File: src/hw/dps_regs.vh
`ifndef DPS_REGS_VH
`define DPS_REGS_VH
// register byte offsets
`define DPS_OFF_CTRL      8'h00
`define DPS_OFF_FUNC      8'h04
`define DPS_OFF_LOSS      8'h08
`define DPS_OFF_THR       8'h0c
`define DPS_OFF_BRAKE     8'h10
`define DPS_OFF_OUTSEL    8'h14
`define DPS_OFF_STATUS    8'h18
`define DPS_OFF_IRQ_STAT  8'h1c
`define DPS_OFF_IRQ_MASK  8'h20
`define DPS_OFF_ANALOG    8'h24
// input function codes
`define DPS_FN_MAX        5'd27
`define DPS_FN_TRIP_NO    5'd18
`define DPS_FN_TRIP_NC    5'd19
`define DPS_FN4_RST       5'd3
`define DPS_FN5_RST       5'd4
`define DPS_FN1_RST       5'd0
// output function codes
`define DPS_OUT_OVL       5'd6
`define DPS_OUT_LOSS      5'd11
`define DPS_OUT_MAX       5'd19
`define DPS_OUT_RST       5'd17
// loss supervision
`define DPS_LT_MIN        11'd1
`define DPS_LT_MAX        11'd1200
`define DPS_LT_RST        11'd10
`define DPS_REF_V1        3'd3
`define DPS_REF_VI        3'd6
`define DPS_REF_COMM      3'd7
// braking
`define DPS_DUTY_MAX      5'd30
`define DPS_DUTY_RST      5'd10
`define DPS_BRK_MAX_S     15
// timing
`define DPS_TENTH_S_NS    100000000
`define DPS_CLK_NS        5
`endif

File: src/hw/dps_supervisor.v
// How it works
// RULE1: n.o. trip input closed to common blocks output and records trip
// RULE2: n.c. trip input opened from common blocks output and records trip
// RULE3: n.c. trip holds until its input recloses, despite reassignment
// RULE4: selectors take 0..27; input four defaults 3, input five 4
// RULE5: inputs four and five only usable on the extended variant
// RULE6: current over rating trips overload after inverse-time delay
// RULE7: output code 6 shows overload trip
// RULE8: loss supervised only for analog or communication references
// RULE9: loss mode 0 off, 1 below half threshold, 2 below threshold
// RULE10: combined source: loss if either input is below its threshold
// RULE11: react only after loss persists 0.1..120 s, default 1 s
// RULE12: reaction 0 keeps running, 1 blocks output, 2 decelerating stop
// RULE13: output code 11 shows detected reference loss
// RULE14: limit 0 brakes unlimited, 1 restricts to duty
// RULE15: duty 0..30 %, default 10, applied only with limit on
// RULE16: duty is the on fraction of one operation cycle
// RULE17: brake signal ends after 15 s continuous
// RULE18: trips latch until condition gone and fault reset
//
// Local design decisions: the register offsets and the AXI4-Lite slave port.
`timescale 1ns/100ps
`include "dps_regs.vh"
module dps_supervisor #(
   parameter        EXTENDED_IO  = 1,
   parameter        TENTH_CYC    = `DPS_TENTH_S_NS / `DPS_CLK_NS,
   parameter        BRK_CYC      = `DPS_BRK_MAX_S * 10,
   parameter        DUTY_PERIOD  = 100,
   parameter [31:0] OVL_BUDGET   = 32'd200000000
) (
   input  wire        clk_in,
   input  wire        sys_rst_in,
   input  wire        clk_en_in,
   input  wire [4:0]  multi_input_in,
   input  wire [11:0] voltage_reference_input_in,
   input  wire [11:0] second_voltage_input_in,
   input  wire [11:0] current_reference_input_in,
   input  wire [11:0] drive_current_in,
   input  wire [11:0] rated_current_in,
   input  wire        brake_request_in,
   input  wire        fault_reset_in,
   input  wire [31:0] s_axi_awaddr,
   input  wire        s_axi_awvalid,
   output reg         s_axi_awready,
   input  wire [31:0] s_axi_wdata,
   input  wire [3:0]  s_axi_wstrb,
   input  wire        s_axi_wvalid,
   output reg         s_axi_wready,
   output reg  [1:0]  s_axi_bresp,
   output reg         s_axi_bvalid,
   input  wire        s_axi_bready,
   input  wire [31:0] s_axi_araddr,
   input  wire        s_axi_arvalid,
   output reg         s_axi_arready,
   output reg  [31:0] s_axi_rdata,
   output reg  [1:0]  s_axi_rresp,
   output reg         s_axi_rvalid,
   input  wire        s_axi_rready,
   output reg         output_block_out,
   output reg         decel_stop_out,
   output reg         brake_resistor_out,
   output reg         fault_relay_output_out,
   output reg         second_output_out,
   output reg         irq_out
);
   ////////////////////////////////////////////////////////////////////////
   // synchronisers: 1 = contact closed
   reg [4:0]  in_s1_r, in_s2_r;
   reg        brk_s1_r, brk_s2_r, frst_s1_r, frst_s2_r;
   always @(posedge clk_in) begin
      if (sys_rst_in) begin
         in_s1_r   <= 5'h00;
         in_s2_r   <= 5'h00;
         brk_s1_r  <= 1'b0;
         brk_s2_r  <= 1'b0;
         frst_s1_r <= 1'b0;
         frst_s2_r <= 1'b0;
      end else if (clk_en_in) begin
         in_s1_r   <= multi_input_in;
         in_s2_r   <= in_s1_r;
         brk_s1_r  <= brake_request_in;
         brk_s2_r  <= brk_s1_r;
         frst_s1_r <= fault_reset_in;
         frst_s2_r <= frst_s1_r;
      end
   end

   ////////////////////////////////////////////////////////////////////////
   // configuration registers
   reg [24:0] fsel_r;          // five 5-bit selectors
   reg [1:0]  loss_detect_mode_r;
   reg [1:0]  loss_reaction_select_r;
   reg [10:0] loss_detect_time_r;   // tenths of a second
   reg [2:0]  ref_source_r;
   reg [11:0] voltage_input_min_threshold_r;
   reg [11:0] second_voltage_min_threshold_r;
   reg [11:0] current_input_min_threshold_r;
   reg        braking_limit_enable_r;
   reg [4:0]  braking_duty_setting_r;
   reg [4:0]  relay_output_function_select_r;
   reg [4:0]  second_output_function_select_r;
   reg [3:0]  irq_stat_r, irq_mask_r;
   reg        sw_reset_r;
   reg        ext_trip_r, ovl_trip_r, loss_trip_r, loss_flag_r;
   reg [4:0]  nc_hold_r;       // n.c. trip pending per input

   // bus handshake
   reg        aw_ok_r, w_ok_r;
   reg [31:0] awaddr_r, wdata_r;
   reg [3:0]  wstrb_r;
   wire       wr_go = aw_ok_r & w_ok_r & ~s_axi_bvalid;
   wire [7:0] wa    = awaddr_r[7:0];
   wire       wmap  = (awaddr_r[31:8] == 24'h000000) && (wa[1:0] == 2'b00) &&
                      (wa < `DPS_OFF_ANALOG) && (wa != `DPS_OFF_STATUS);
   wire       wfull = wr_go & wmap & (wstrb_r == 4'hf);
   wire [3:0] ev_set;

   // clip to legal range
   function [4:0] clip5;
      input [4:0] v;
      input [4:0] mx;
      begin
         clip5 = (v > mx) ? mx : v;
      end
   endfunction

   integer k;
   always @(posedge clk_in) begin
      if (sys_rst_in) begin
         fsel_r <= {`DPS_FN5_RST, `DPS_FN4_RST, `DPS_FN1_RST, `DPS_FN1_RST, `DPS_FN1_RST}; // RULE4
         loss_detect_mode_r              <= 2'd0;
         loss_reaction_select_r          <= 2'd0;
         loss_detect_time_r              <= `DPS_LT_RST;
         ref_source_r                    <= 3'd0;
         voltage_input_min_threshold_r   <= 12'h000;
         second_voltage_min_threshold_r  <= 12'h000;
         current_input_min_threshold_r   <= 12'h000;
         braking_limit_enable_r          <= 1'b1;
         braking_duty_setting_r          <= `DPS_DUTY_RST;
         relay_output_function_select_r  <= `DPS_OUT_RST;
         second_output_function_select_r <= `DPS_OUT_RST;
         irq_mask_r                      <= 4'h0;
         irq_stat_r                      <= 4'h0;
         sw_reset_r                      <= 1'b0;
         aw_ok_r <= 1'b0;
         w_ok_r  <= 1'b0;
         awaddr_r <= 32'h00000000;
         wdata_r  <= 32'h00000000;
         wstrb_r  <= 4'h0;
         s_axi_awready <= 1'b0;
         s_axi_wready  <= 1'b0;
         s_axi_bvalid  <= 1'b0;
         s_axi_bresp   <= 2'b00;
      end else if (clk_en_in) begin
         s_axi_awready <= ~aw_ok_r & ~s_axi_awready & s_axi_awvalid;
         s_axi_wready  <= ~w_ok_r & ~s_axi_wready & s_axi_wvalid;
         if (s_axi_awready & s_axi_awvalid) begin
            aw_ok_r  <= 1'b1;
            awaddr_r <= s_axi_awaddr;
         end
         if (s_axi_wready & s_axi_wvalid) begin
            w_ok_r  <= 1'b1;
            wdata_r <= s_axi_wdata;
            wstrb_r <= s_axi_wstrb;
         end
         if (s_axi_bvalid & s_axi_bready)
            s_axi_bvalid <= 1'b0;
         sw_reset_r <= 1'b0;
         if (wr_go) begin
            aw_ok_r      <= 1'b0;
            w_ok_r       <= 1'b0;
            s_axi_bvalid <= 1'b1;
            s_axi_bresp  <= wfull ? 2'b00 : 2'b10;
         end
         if (wfull) begin
            case (wa)
               `DPS_OFF_CTRL: sw_reset_r <= wdata_r[0];
               `DPS_OFF_FUNC: begin
                  for (k = 0; k < 5; k = k + 1) begin
                     // frozen while n.c. trip pending
                     if (!nc_hold_r[k] && (EXTENDED_IO != 0 || k < 3)) // RULE3 RULE5
                        fsel_r[k*5 +: 5] <= clip5(wdata_r[k*5 +: 5], `DPS_FN_MAX); // RULE4
                  end
               end
               `DPS_OFF_LOSS: begin
                  loss_detect_mode_r     <= (wdata_r[1:0] == 2'd3) ? 2'd2 : wdata_r[1:0];
                  loss_reaction_select_r <= (wdata_r[3:2] == 2'd3) ? 2'd2 : wdata_r[3:2];
                  ref_source_r           <= wdata_r[6:4];
                  loss_detect_time_r     <= (wdata_r[26:16] < `DPS_LT_MIN) ? `DPS_LT_MIN :
                                            (wdata_r[26:16] > `DPS_LT_MAX) ? `DPS_LT_MAX :
                                            wdata_r[26:16]; // RULE11
               end
               `DPS_OFF_THR: begin
                  voltage_input_min_threshold_r  <= wdata_r[11:0];
                  current_input_min_threshold_r  <= wdata_r[27:16];
               end
               `DPS_OFF_BRAKE: begin
                  braking_limit_enable_r <= wdata_r[0];
                  braking_duty_setting_r <= clip5(wdata_r[12:8], `DPS_DUTY_MAX); // RULE15
                  second_voltage_min_threshold_r <= wdata_r[27:16];
               end
               `DPS_OFF_OUTSEL: begin
                  relay_output_function_select_r  <= clip5(wdata_r[4:0], `DPS_OUT_MAX);
                  second_output_function_select_r <= clip5(wdata_r[12:8], `DPS_OUT_MAX);
               end
               `DPS_OFF_IRQ_MASK: irq_mask_r <= wdata_r[3:0];
               default: ;
            endcase
         end
         // set wins over write-one-to-clear
         if (wfull && wa == `DPS_OFF_IRQ_STAT)
            irq_stat_r <= (irq_stat_r & ~wdata_r[3:0]) | ev_set;
         else
            irq_stat_r <= irq_stat_r | ev_set;
      end
   end

   ////////////////////////////////////////////////////////////////////////
   // external trips
   reg [4:0] trip_now;
   integer   j, m;
   always @* begin
      trip_now = 5'h00;
      for (j = 0; j < 5; j = j + 1) begin
         if (EXTENDED_IO != 0 || j < 3) begin // RULE5
            if (fsel_r[j*5 +: 5] == `DPS_FN_TRIP_NO && in_s2_r[j])  trip_now[j] = 1'b1; // RULE1
            if (fsel_r[j*5 +: 5] == `DPS_FN_TRIP_NC && !in_s2_r[j]) trip_now[j] = 1'b1; // RULE2
         end
      end
   end
   wire ext_cond  = |trip_now | |(nc_hold_r & ~in_s2_r);
   wire fault_rst = frst_s2_r | sw_reset_r;

   ////////////////////////////////////////////////////////////////////////
   // overload: excess fills a budget, so delay falls as excess grows
   reg  [31:0] ovl_acc_r;
   wire        over_cur = drive_current_in > rated_current_in;
   wire [31:0] excess   = {20'h00000, drive_current_in - rated_current_in};

   ////////////////////////////////////////////////////////////////////////
   // reference loss
   wire sup_on = (ref_source_r == `DPS_REF_V1) || (ref_source_r == `DPS_REF_VI) ||
                 (ref_source_r == `DPS_REF_COMM); // RULE8
   wire [11:0] vthr = (loss_detect_mode_r == 2'd1) ? {1'b0, voltage_input_min_threshold_r[11:1]}
                                                   : voltage_input_min_threshold_r; // RULE9
   wire [11:0] v2thr = (loss_detect_mode_r == 2'd1) ? {1'b0, second_voltage_min_threshold_r[11:1]}
                                                    : second_voltage_min_threshold_r;
   wire [11:0] ithr = (loss_detect_mode_r == 2'd1) ? {1'b0, current_input_min_threshold_r[11:1]}
                                                   : current_input_min_threshold_r;
   wire loss_raw = sup_on && loss_detect_mode_r != 2'd0 &&
                   ((ref_source_r == `DPS_REF_VI) ?
                     (second_voltage_input_in < v2thr || current_reference_input_in < ithr) // RULE10
                   : (voltage_reference_input_in < vthr)); // RULE9
   reg [31:0] tick_r;
   reg [10:0] loss_cnt_r;
   wire       tick = (tick_r == TENTH_CYC - 1);

   ////////////////////////////////////////////////////////////////////////
   // braking: duty window plus 15 s cap
   reg [6:0]  duty_cnt_r;
   reg [31:0] brk_cnt_r;
   wire       duty_ok = !braking_limit_enable_r ||
                        (duty_cnt_r < {2'b00, braking_duty_setting_r}); // RULE14 RULE15 RULE16
   wire       brk_cap = brk_cnt_r >= BRK_CYC; // RULE17

   always @(posedge clk_in) begin
      if (sys_rst_in) begin
         ext_trip_r  <= 1'b0;
         ovl_trip_r  <= 1'b0;
         loss_trip_r <= 1'b0;
         loss_flag_r <= 1'b0;
         nc_hold_r   <= 5'h00;
         ovl_acc_r   <= 32'h00000000;
         tick_r      <= 32'h00000000;
         loss_cnt_r  <= 11'h000;
         duty_cnt_r  <= 7'h00;
         brk_cnt_r   <= 32'h00000000;
      end else if (clk_en_in) begin
         // hold until contact recloses
         for (m = 0; m < 5; m = m + 1) begin
            if (fsel_r[m*5 +: 5] == `DPS_FN_TRIP_NC && trip_now[m])
               nc_hold_r[m] <= 1'b1; // RULE3
            else if (in_s2_r[m])
               nc_hold_r[m] <= 1'b0; // RULE3
         end
         if (ext_cond)
            ext_trip_r <= 1'b1;
         else if (fault_rst)
            ext_trip_r <= 1'b0; // RULE18
         if (over_cur) begin
            if (ovl_acc_r + excess >= OVL_BUDGET)
               ovl_trip_r <= 1'b1; // RULE6
            else
               ovl_acc_r <= ovl_acc_r + excess;
         end else if (ovl_acc_r != 32'h00000000)
            ovl_acc_r <= ovl_acc_r - 32'h00000001;
         if (!over_cur && fault_rst && ovl_trip_r) begin
            ovl_trip_r <= 1'b0; // RULE18
            ovl_acc_r  <= 32'h00000000;
         end
         tick_r <= tick ? 32'h00000000 : tick_r + 32'h00000001;
         if (!loss_raw)
            loss_cnt_r <= 11'h000;
         else if (tick && loss_cnt_r < loss_detect_time_r)
            loss_cnt_r <= loss_cnt_r + 11'h001;
         loss_flag_r <= loss_raw && loss_cnt_r >= loss_detect_time_r; // RULE11
         if (loss_raw && loss_cnt_r >= loss_detect_time_r && loss_reaction_select_r == 2'd1)
            loss_trip_r <= 1'b1; // RULE12
         else if (!loss_raw && fault_rst)
            loss_trip_r <= 1'b0; // RULE18
         if (tick)
            duty_cnt_r <= (duty_cnt_r == DUTY_PERIOD - 1) ? 7'h00 : duty_cnt_r + 7'h01;
         // cap rearms only when request drops
         if (!brk_s2_r)
            brk_cnt_r <= 32'h00000000;
         else if (tick && !brk_cap)
            brk_cnt_r <= brk_cnt_r + 32'h00000001;
      end
   end

   assign ev_set = {brk_s2_r & brk_cap, loss_flag_r, ovl_trip_r, ext_trip_r};

   ////////////////////////////////////////////////////////////////////////
   // outputs and read port
   function sel_out;
      input [4:0] sel;
      input       ovl;
      input       loss;
      begin
         sel_out = (sel == `DPS_OUT_OVL && ovl) || (sel == `DPS_OUT_LOSS && loss);
      end
   endfunction

   wire [7:0] ra = s_axi_araddr[7:0];
   reg [31:0] rd;
   always @* begin
      case (ra)
         `DPS_OFF_FUNC:     rd = {7'h00, fsel_r};
         `DPS_OFF_LOSS:     rd = {5'h00, loss_detect_time_r, 9'h000, ref_source_r,
                                  loss_reaction_select_r, loss_detect_mode_r};
         `DPS_OFF_THR:      rd = {4'h0, current_input_min_threshold_r, 4'h0,
                                  voltage_input_min_threshold_r};
         // duty field hidden while the limit is off
         `DPS_OFF_BRAKE:    rd = {4'h0, second_voltage_min_threshold_r, 3'h0,
                                  braking_limit_enable_r ? braking_duty_setting_r : 5'h00,
                                  7'h00, braking_limit_enable_r}; // RULE15
         `DPS_OFF_OUTSEL:   rd = {19'h00000, second_output_function_select_r, 3'h0,
                                  relay_output_function_select_r};
         `DPS_OFF_STATUS:   rd = {23'h000000, nc_hold_r, brk_cap, loss_flag_r,
                                  ovl_trip_r, ext_trip_r};
         `DPS_OFF_IRQ_STAT: rd = {28'h0000000, irq_stat_r};
         `DPS_OFF_IRQ_MASK: rd = {28'h0000000, irq_mask_r};
         `DPS_OFF_ANALOG:   rd = {4'h0, current_reference_input_in, 4'h0,
                                  voltage_reference_input_in};
         default:           rd = 32'h00000000;
      endcase
   end
   wire rmap = (s_axi_araddr[31:8] == 24'h000000) && (ra[1:0] == 2'b00) &&
               (ra <= `DPS_OFF_ANALOG);

   always @(posedge clk_in) begin
      if (sys_rst_in) begin
         s_axi_arready          <= 1'b0;
         s_axi_rvalid           <= 1'b0;
         s_axi_rdata            <= 32'h00000000;
         s_axi_rresp            <= 2'b00;
         output_block_out       <= 1'b0;
         decel_stop_out         <= 1'b0;
         brake_resistor_out     <= 1'b0;
         fault_relay_output_out <= 1'b0;
         second_output_out      <= 1'b0;
         irq_out                <= 1'b0;
      end else if (clk_en_in) begin
         s_axi_arready <= ~s_axi_arready & ~s_axi_rvalid & s_axi_arvalid;
         if (s_axi_arready & s_axi_arvalid) begin
            s_axi_rvalid <= 1'b1;
            s_axi_rdata  <= rmap ? rd : 32'h00000000;
            s_axi_rresp  <= rmap ? 2'b00 : 2'b10;
         end else if (s_axi_rvalid & s_axi_rready)
            s_axi_rvalid <= 1'b0;
         output_block_out <= ext_trip_r | ovl_trip_r | loss_trip_r; // RULE1 RULE2 RULE12 RULE18
         decel_stop_out   <= loss_flag_r && loss_reaction_select_r == 2'd2; // RULE12
         brake_resistor_out <= brk_s2_r && !brk_cap && duty_ok && !output_block_out; // RULE17
         fault_relay_output_out <= sel_out(relay_output_function_select_r,
                                           ovl_trip_r, loss_flag_r); // RULE7 RULE13
         second_output_out <= sel_out(second_output_function_select_r,
                                      ovl_trip_r, loss_flag_r); // RULE7 RULE13
         irq_out <= |(irq_stat_r & irq_mask_r);
      end
   end
endmodule

File: config.mk
export PLATFORM = sky130hd
export DESIGN_NAME = dps_supervisor
export DESIGN_NICKNAME = d
export VERILOG_FILES = /design/src/hw/dps_supervisor.v
export VERILOG_INCLUDE_DIRS = /design/src /design/src/hw
export SDC_FILE = /design/constraint.sdc
export NUM_CORES = 1
export LEC_CHECK = 0
export BUFFER_PORTS_ARGS = -buffer_cell sky130_fd_sc_hd__buf_2
export CORE_MARGIN = 8
export CORE_UTILIZATION = 40
export DETAILED_ROUTE_END_ITERATION = 10
export PLACE_DENSITY_LB_ADDON = 0.05
export SYNTH_ARGS = -nofsm -noshare
export SYNTH_HDL_FRONTEND = slang
export SYNTH_SLANG_ARGS = --single-unit
File: constraint.sdc
create_clock -name clk_in -period 5.74 [get_ports clk_in]
set_input_delay 0.574 -clock clk_in [delete_from_list [all_inputs] [get_ports clk_in]]
set_output_delay 0.574 -clock clk_in [all_outputs]
set_load 0.03 [all_outputs]
Yosys cells after proc, flatten, opt, wreduce, memory -nomap -nowiden
Cells that the tools add are included.
{ "totals": {"ff_bits": 354, "inputBits": 175, "out_inout_bits": 47, "word_cells": 347} }
{ "op_classes": {"add_sub_neg": 7, "magnitude_cmp": 21, "n_eq_ne": 45, "muxes": 69, "bitwise": 39, "reduce_logical": 108} }
{ "op_table": {"columns": ["op", "count"], "rows": [
  ["$mux W32", 8],
  ["$pmux W28 S9", 1],
  ["$add A32 B1 Y32 const B", 2],
  ["$eq A8 B5 Y1 const B", 7],
  ["$eq A5 B5 Y1 const B", 10],
  ["$logic_not A24 Y1", 2],
  ["$mux W5", 9],
  ["$mux W11", 4],
  ["$gt A5 B5 Y1 const B", 8],
  ["$logic_and A1 B1 Y1", 38],
  ["$mux W1", 38],
  ["$lt A12 B12 Y1", 3],
  ["$mux W12", 3],
  ["$reduce_and A2 Y1", 18],
  ["$add A32 B12 Y32", 1],
  ["$eq A32 B25 Y1 const B", 1],
  ["$eq A8 B4 Y1 const B", 4],
  ["$ge A32 B28 Y1 const B", 1],
  ["$ge A32 B8 Y1 const B", 1],
  ["$reduce_bool A32 Y1", 1],
  ["$sub A32 B1 Y32 const B", 1],
  ["$reduce_bool A2 Y1", 14],
  ["$eq A8 B6 Y1 const B", 3],
  ["$reduce_and A3 Y1", 7],
  ["other kinds (42)", 104]
]} }

Logic depth before layout (Yosys ltp)
Gate-level depths: netlist (run 1).
{ "depth": {"ltp_word": 10, "ltp_mapped": 25, "ltp_nobuf": 23} }

Least setup slack after synthesis (run 1)
Ideal clock, no wire load.
{ "synth_timing": {"path_type": "input -> register", "startpoint": "in rated_current_in[1]", "endpoint": "reg ovl_acc_r[16]", "setup_time_ns": 0.147, "arrival_ns": 5.179, "required_ns": 5.593, "setup_slack_ns": 0.415, "stages": 25, "n_path_buf": 2, "cell_sequence": "inv_1 ha_1 nor2b_1 o21ai_0 a21boi_0 o21ai_0 a21boi_0 o21ai_0 a21oi_1 o21ai_0 nor2b_1 xnor2_1 ha_1 a21oi_1 o21ai_1 a211o_1 o2111ai_2 nor2_1 a2111oi_2 o31ai_4 or4_1 buf_6 nand2_8 buf_6 a221oi_2"} }
{ "synth_between": {"elab_chain_len": 6, "word_cells_on_any_way": 13, "classes_between": "2 x add/sub; 2 x order compare; 1 x eq/ne; 3 x mux; 5 x reduce/logical"} }
{ "synth_rtl": {"columns": ["element", "line_no", "rtl"], "rows": [
  ["start: declaration", "dps_supervisor.v:39", "input wire [11:0] rated_current_in,"],
  ["branches (longest 6 deep; another with $add A32 B12 Y32)", null, null],
  ["end signal: assignment", "dps_supervisor.v:294", "ovl_acc_r <= ovl_acc_r + excess;"],
  ["end signal: assignment", "dps_supervisor.v:296", "ovl_acc_r <= ovl_acc_r - 32'h00000001;"],
  ["end: declaration", "dps_supervisor.v:236", "reg [31:0] ovl_acc_r;"]
]} }
Several ways; the timed one is not identified. The select of a mux whose other input is x is not followed.
A chain may end at the register's enable or synchronous reset.

Worst setup path in the final report (run 1)
{ "layout_timing": {"startpoint": "in rated_current_in[1]", "endpoint": "reg ovl_acc_r[8]"} }
Same word-level chain as after synthesis.

==> flow_metrics.tcl, run 1 <==
set metrics [dict create \
    crit_path_end_kind "flop" \
    maxCapViolations 0 \
    hold_viol 0 \
    grt_max_degree 112 \
    drtAntennaViolNets 0 \
    path_clk_slew_ps 60 \
    gp_congestion 0.910 \
    multi_input_area_um2 11200 \
    cts_root_buffer "clkbuf_16" \
    synthArstFlopShare_pct 0 \
    synth.yosys.warnings 0 \
    drt_pass1_iterations 5 \
    path_max_fanout 6 \
    layout.nets 2852 \
    syn_inst 2408 \
    crit_type "input port to flop" \
    yosysUniqueCellTypes 97 \
    setup_violations 0 \
    final_cell_mix "nand2_1, dfxtp_1, nor2_1, a21oi_1, buf_2" \
    wl_mm 64.4 \
    hp-class "input port to flop" \
    cts_tree "done" \
    cts.sinks 348 \
    ys_ff_latch 348 \
    grt_pass1_wl_mm 99.2 \
    min_from "s_axi_awaddr[13]" \
    overflow 0 \
    fmax_mhz 189 \
    r2r_slack_ps 1660 \
    die_h_um 234 \
    hpwl_mm 47.3 \
    antenna_found_initial 0 \
    grt_setup_unrepaired "no" \
    synth_area_um2 19000 \
    first_iter_violations 1417 \
    ios 222 \
    synth_top_flop_cell "dfxtp_1" \
    layout_worst_path_cycle_share_pct 92.3 \
    area_growth_syn_to_layout_pct 17.3 \
    final_common_cell "nand2_1" \
    ir_drop_mv 0.220 \
    cts_buffers 43 \
    avgSynthCellArea_um2 7.91 \
    reg2reg_depth 14 \
    place_ws_ps -315 \
    worstPathArrival_ps 5700 \
    core_um2 47300 \
    worst_ep_required_time_ps 6150 \
    port_buffers 211 \
    dpl-instance-area_um2 20800 \
    postCtsSetupRepairBufs 0 \
    relSlewSlack_pct 19.1 \
    ys_seq_area_share_pct 36.6 \
    p_per_area_nw_per_um2 292 \
    slowest_stage "or4_4" \
    n_fill_cell 4712 \
    cts.path.max_buffers 3 \
    drv_slew 0 \
    final_area_um2 22300 \
    min_to "awaddr_r[13]" \
    r2r_start "loss_detect_mode_r[0]" \
    period_needed_ps 5300 \
    hold_depth 3 \
    drc 0 \
    status "complete, no violations" \
    synth_edf_count 0 \
    clk_latency_ps 570 \
    skew_ps 16.9 \
    n_antenna_cell 0 \
    dieArea_um2 54800 \
    rr_endpoint "loss_cnt_r[7]" \
    die_w_um 234 \
    worst_setup_path_start_kind "input port" \
    htreeDepth 2 \
    tightest_slew_ps 1210 \
    rows 80 \
    crit_path_frequent_cell "o21ai_0" \
    first_global_vias 17469 \
    avgRoutedWirePerCell_um 19.9 \
    initial_utilization_pct 40.2 \
    leakage_nw 8.36 \
    crit_path_max_incr_delay_ps 520 \
    grtUsageTotal_pct 22.8 \
    fin_ws_ps 444 \
    drive_gt1_share_pct 15.3 \
    vias_per_cell 5.71 \
    register_area_um2 6970 \
    routed-via-count 18509 \
    hold_slack_ps 240 \
]
per-layer routing:
| layer | vias to the layer above | routed length, um | GRT usage (%) |
|---|---|---|---|
| li1 | 9002 | - | - |
| met1 | 8787 | 29100 | 31.1 |
| met2 | 603 | 29200 | 36.2 |
| met3 | 117 | 4150 | 3.53 |
| met4 | 0 | 1930 | 7.73 |
| met5 | - | 0 | 0 |
flip-flops by register name, summed over array words and instances (netlist names), 7 cells and up:
register                        flops
fsel_r                             25
brk_cnt_r                          32
tick_r                             32
loss_detect_time_r                 11
wdata_r                            28
second_voltage_min_threshold_r     12
duty_cnt_r                          7
current_input_min_threshold_r      12
loss_cnt_r                         11
ovl_acc_r                          32
s_axi_rdata                        28
voltage_input_min_threshold_r      12
awaddr_r                           32
worst max-delay path by stage:
stage	start	to	slack, ps	cells after the start
after detailed placement	rated_current_in[1]	ovl_acc_r[20]	-320	24
after floorplan	rated_current_in[1]	ovl_acc_r[16]	410	25
final	rated_current_in[1]	ovl_acc_r[8]	440	25
after global routing	rated_current_in[1]	ovl_acc_r[26]	30	30
after global placement	rated_current_in[1]	ovl_acc_r[20]	-180	24
after CTS	rated_current_in[1]	ovl_acc_r[20]	230	24
what timing repair did:
action | in CTS | in global routing
hold endpoints to repair | 0 | 0
endpoints found under the setup margin | 0 | 31
resized for setup | 0 | 4
hold buffers | 0 | 0
where the power goes:
| group | internal [mW] | switching (mW) | total [mW] |
|---|---|---|---|
| Clock | 1.70 | 1.10 | 2.81 |
| Combinational | 0.474 | 0.655 | 1.13 |
| Sequential | 2.47 | 0.112 | 2.58 |
Yosys cell counts, types with 12 or more instances:
cell type	n	share of area, %
o21ai_0	104	2.7
clkbuf_1	117	2.3
a21o_1	20	0.79
nand3_1	84	2.2
nand2_1	400	7.9
a221oi_1	12	0.55
or3_1	13	0.43
inv_1	75	1.5
ha_1	79	5.2
xnor2_1	35	1.6
nor3_1	44	1.2
nor4_1	44	1.4
o31ai_1	12	0.47
nand4_1	37	1.2
a22oi_1	41	1.6
a211oi_1	25	0.99
mux2i_1	75	3.9
dfxtp_1	348	37
a21oi_1	229	6.0
and3_1	24	0.79
nor2_1	234	4.6
a221o_1	16	0.84
a31oi_1	22	0.72
xor2_1	50	2.3
o21a_1	21	0.83
nor2b_1	17	0.56
and2_1	14	0.46
final cells by class:
| cell class | count | area share, % |
|---|---|---|
| multi-input combinational | 1844 | 50.3 |
| sequential | 348 | 31.2 |
| timing repair buffer | 282 | 7.16 |
| clock buffer | 66 | 5.85 |
| tap | 615 | 3.45 |
| inverter | 77 | 1.29 |
| clock inverter | 12 | 0.706 |
stage by stage:
stage | setup TNS, ps | total power, mW | instances | util [%]
3_3_place_gp | -3300 | 3.73 | 3165 | 44.0
6_report | 0 | 6.52 | 3244 | 47.1
4_1_cts | 0 | 6.57 | 3243 | 47.1
2_1_floorplan | 0 | 3.37 | 2413 | -
3_5_place_dp | -7670 | 3.74 | 3165 | 44.0
5_1_grt | 0 | 6.80 | 3244 | 47.1
cells by family (layout without fill, tap and decap cells):
kind of cell / count (synthesis) / count (layout) / share of synthesized area, %
buffers and inverters: 222 / 437 / 4.71
multiplexers: 77 / 77 / 4.06
other: 1 / 6 / 0.0197
flip-flops: 348 / 348 / 36.6
XOR/XNOR: 85 / 85 / 3.91
adder cells (fa/ha/maj): 81 / 81 / 5.40
AO/OA/AOI/OAI: 603 / 603 / 20.8
AND/OR/NAND/NOR: 991 / 992 / 24.5
worst max-delay path, delay by kind of cell:
kind | cells | cell delay [ps]
AO/OA/AOI/OAI | 15 | 2990
XOR/XNOR | 1 | 90
AND/OR/NAND/NOR | 4 | 1050
adder cells (fa/ha/maj) | 2 | 620
buffers and inverters | 3 | 370
Note: power is estimated with default switching activity, not from simulation.
==> run 2: changes to the inputs <==
--- a/config.mk
+++ b/config.mk
@@ -12,3 +12,3 @@
 export DETAILED_ROUTE_END_ITERATION = 10
-export PLACE_DENSITY_LB_ADDON = 0.05
+export PLACE_DENSITY = 0.59
 export SYNTH_ARGS = -nofsm -noshare
==> constraint.sdc (replaced) <==
create_clock -name clk_in -period 5.74 [get_ports clk_in]
set_input_delay 0.861 -clock clk_in [delete_from_list [all_inputs] [get_ports clk_in]]
set_output_delay 0.861 -clock clk_in [all_outputs]
set_load 0.03 [all_outputs]
==> flow_metrics.tcl, run 2 (same netlist as run 1, synthesis figures left out) <==
set metrics [dict create \
    leakage_nw 8.36 \
    core_um2 47300 \
    p_switching_mw 1.82 \
    path_max_fanout 7 \
    worst_ep_required_time_ps 6180 \
    dieArea_um2 54800 \
    cts_buffers 40 \
    die_w_um 234 \
    hold_slack_ps 456 \
    path_clk_slew_ps 60 \
    multi_input_area_um2 11300 \
    reg2reg_depth 13 \
    power.share.sequential_pct 40.7 \
    final_cells 3246 \
    first_global_vias 17742 \
    cts.sinks 348 \
    total_power_mw 6.33 \
    wl_mm 61.4 \
    cts.path.max_buffers 3 \
    routed-via-count 18551 \
    drtAntennaViolNets 0 \
    tightest_slew_ps 1220 \
    crit_type "input port to flop" \
    port_buffers 211 \
    cts_tree "done" \
    vias_per_cell 5.72 \
    p_sw_share_pct 28.7 \
    maxCapViolations 0 \
    fin_ws_ps 411 \
    rr_endpoint "loss_cnt_r[8]" \
    p_clk_share_pct 40.8 \
    avgRoutedWirePerCell_um 18.9 \
    skew_ps 20.5 \
    grtUsageTotal_pct 21.8 \
    place_ws_ps -579 \
    antenna_found_initial 0 \
    n_fill_cell 4683 \
    ctsHoldBuffers 0 \
    drc 0 \
    intPower_mw 4.51 \
    relSlewSlack_pct 18.3 \
    worstPathArrival_ps 5770 \
    min_to "wstrb_r[1]" \
    setup_violations 0 \
    hold_depth 2 \
    overflow 0 \
    gp_congestion 0.915 \
    ir_drop_mv 0.179 \
    n_antenna_cell 0 \
    grt_max_degree 107 \
    final_cell_mix "nand2_1, dfxtp_1, nor2_1, a21oi_1, buf_2" \
    r2r_slack_ps 1640 \
    cts_root_buffer "clkbuf_16" \
    hpwl_mm 45.3 \
    ios 222 \
    layout.nets 2860 \
    status "complete, no violations" \
    period_needed_ps 5330 \
    crit_path_end_kind "flop" \
    first_iter_violations 1513 \
    dpl.cell_count 3175 \
    fmax_mhz 188 \
    p_comb_share_pct 18.4 \
    rows 80 \
    register_area_um2 6970 \
    final_common_cell "nand2_1" \
    final.setup.tns_ps 0 \
    worst_setup_path_start_kind "input port" \
    die_h_um 234 \
    min_from "wstrb_r[1]" \
    p_per_area_nw_per_um2 284 \
    grt_pass1_wl_mm 96.9 \
    hold_viol 0 \
    clk_latency_ps 560 \
    drive_gt1_share_pct 15.7 \
    drt_pass1_iterations 6 \
    area_growth_syn_to_layout_pct 17.2 \
    drv_slew 0 \
    initial_utilization_pct 40.2 \
    hp-class "flop to flop" \
    htreeDepth 2 \
    r2r_start "loss_detect_mode_r[0]" \
    layout_worst_path_cycle_share_pct 92.8 \
]
-- run 2: power by group through the flow --
stage,registers (mW),clock network [mW],logic [mW]
after CTS,2.58,2.65,1.15
after floorplan,2.58,0,0.797
final,2.58,2.59,1.17
after global routing,2.59,2.74,1.29
after detailed placement,2.63,0,1.14
after global placement,2.63,0,1.11
-- run 2: routing by layer --
| layer | wire (um) | share of wire [%] | track usage, % |
|---|---|---|---|
| met5 | 0 | 0 | 0 |
| met4 | 1220 | 2.0 | 5.94 |
| met3 | 4290 | 7.0 | 3.04 |
| met2 | 28300 | 46 | 35.6 |
| met1 | 27700 | 45 | 29.9 |
-- run 2: layout make-up --
class / count / area share, %
Clock inverter: 12 / 0.561
Clock buffer: 57 / 5.37
Multi-Input combinational cell: 1843 / 50.5
Timing Repair Buffer: 294 / 7.62
Tap cell: 615 / 3.45
Sequential cell: 348 / 31.2
Inverter: 77 / 1.30
-- run 2: critical path, stage by stage --
cell       delay [ps]
buf_2              80
inv_1              50
ha_1              280
nor2b_1           130
o21ai_1            90
a21boi_1          200
o21ai_1           100
a21boi_1          190
o21ai_1            90
a21oi_1           190
o21ai_1           100
nor2b_2           170
xnor2_1           140
ha_1              370
nand3_1           160
nor2_2            150
o211ai_1          260
buf_4             230
a21oi_1           180
nand2_1           120
a2111oi_4         340
o31ai_4           140
buf_12            150
o31ai_2           230
buf_4             190
nor2_2             50
buf_4             150
a2111oi_2         350
-- run 2: metrics by stage --
step	util, %	area, um2
floorplan	-	19100
global placement	44.2	20900
detailed placement	44.2	20900
CTS	47.0	22300
global route	47.1	22300
finish	47.1	22300
-- run 2: worst max path at each step --
| stage | startpoint | end | slack [ps] | cells past startpoint |
|---|---|---|---|---|
| after floorplan | rated_current_in[1] | ovl_acc_r[16] | 130 | 25 |
| after global placement | drive_current_in[1] | ovl_acc_r[20] | -420 | 23 |
| after detailed placement | rated_current_in[1] | ovl_acc_r[20] | -580 | 24 |
| after CTS | rated_current_in[1] | ovl_acc_r[26] | 30 | 27 |
| after global routing | rated_current_in[1] | ovl_acc_r[26] | -30 | 28 |
| final | rated_current_in[1] | ovl_acc_r[26] | 410 | 28 |
-- run 2: repair_timing --
action / CTS / global route
hold endpoints to repair: 0 / 0
endpoints found under the setup margin: 2 / 33
gates cloned: 0 / 0
buffers inserted: 0 / 2
pin swaps: 0 / 4
resized for setup: 1 / 14
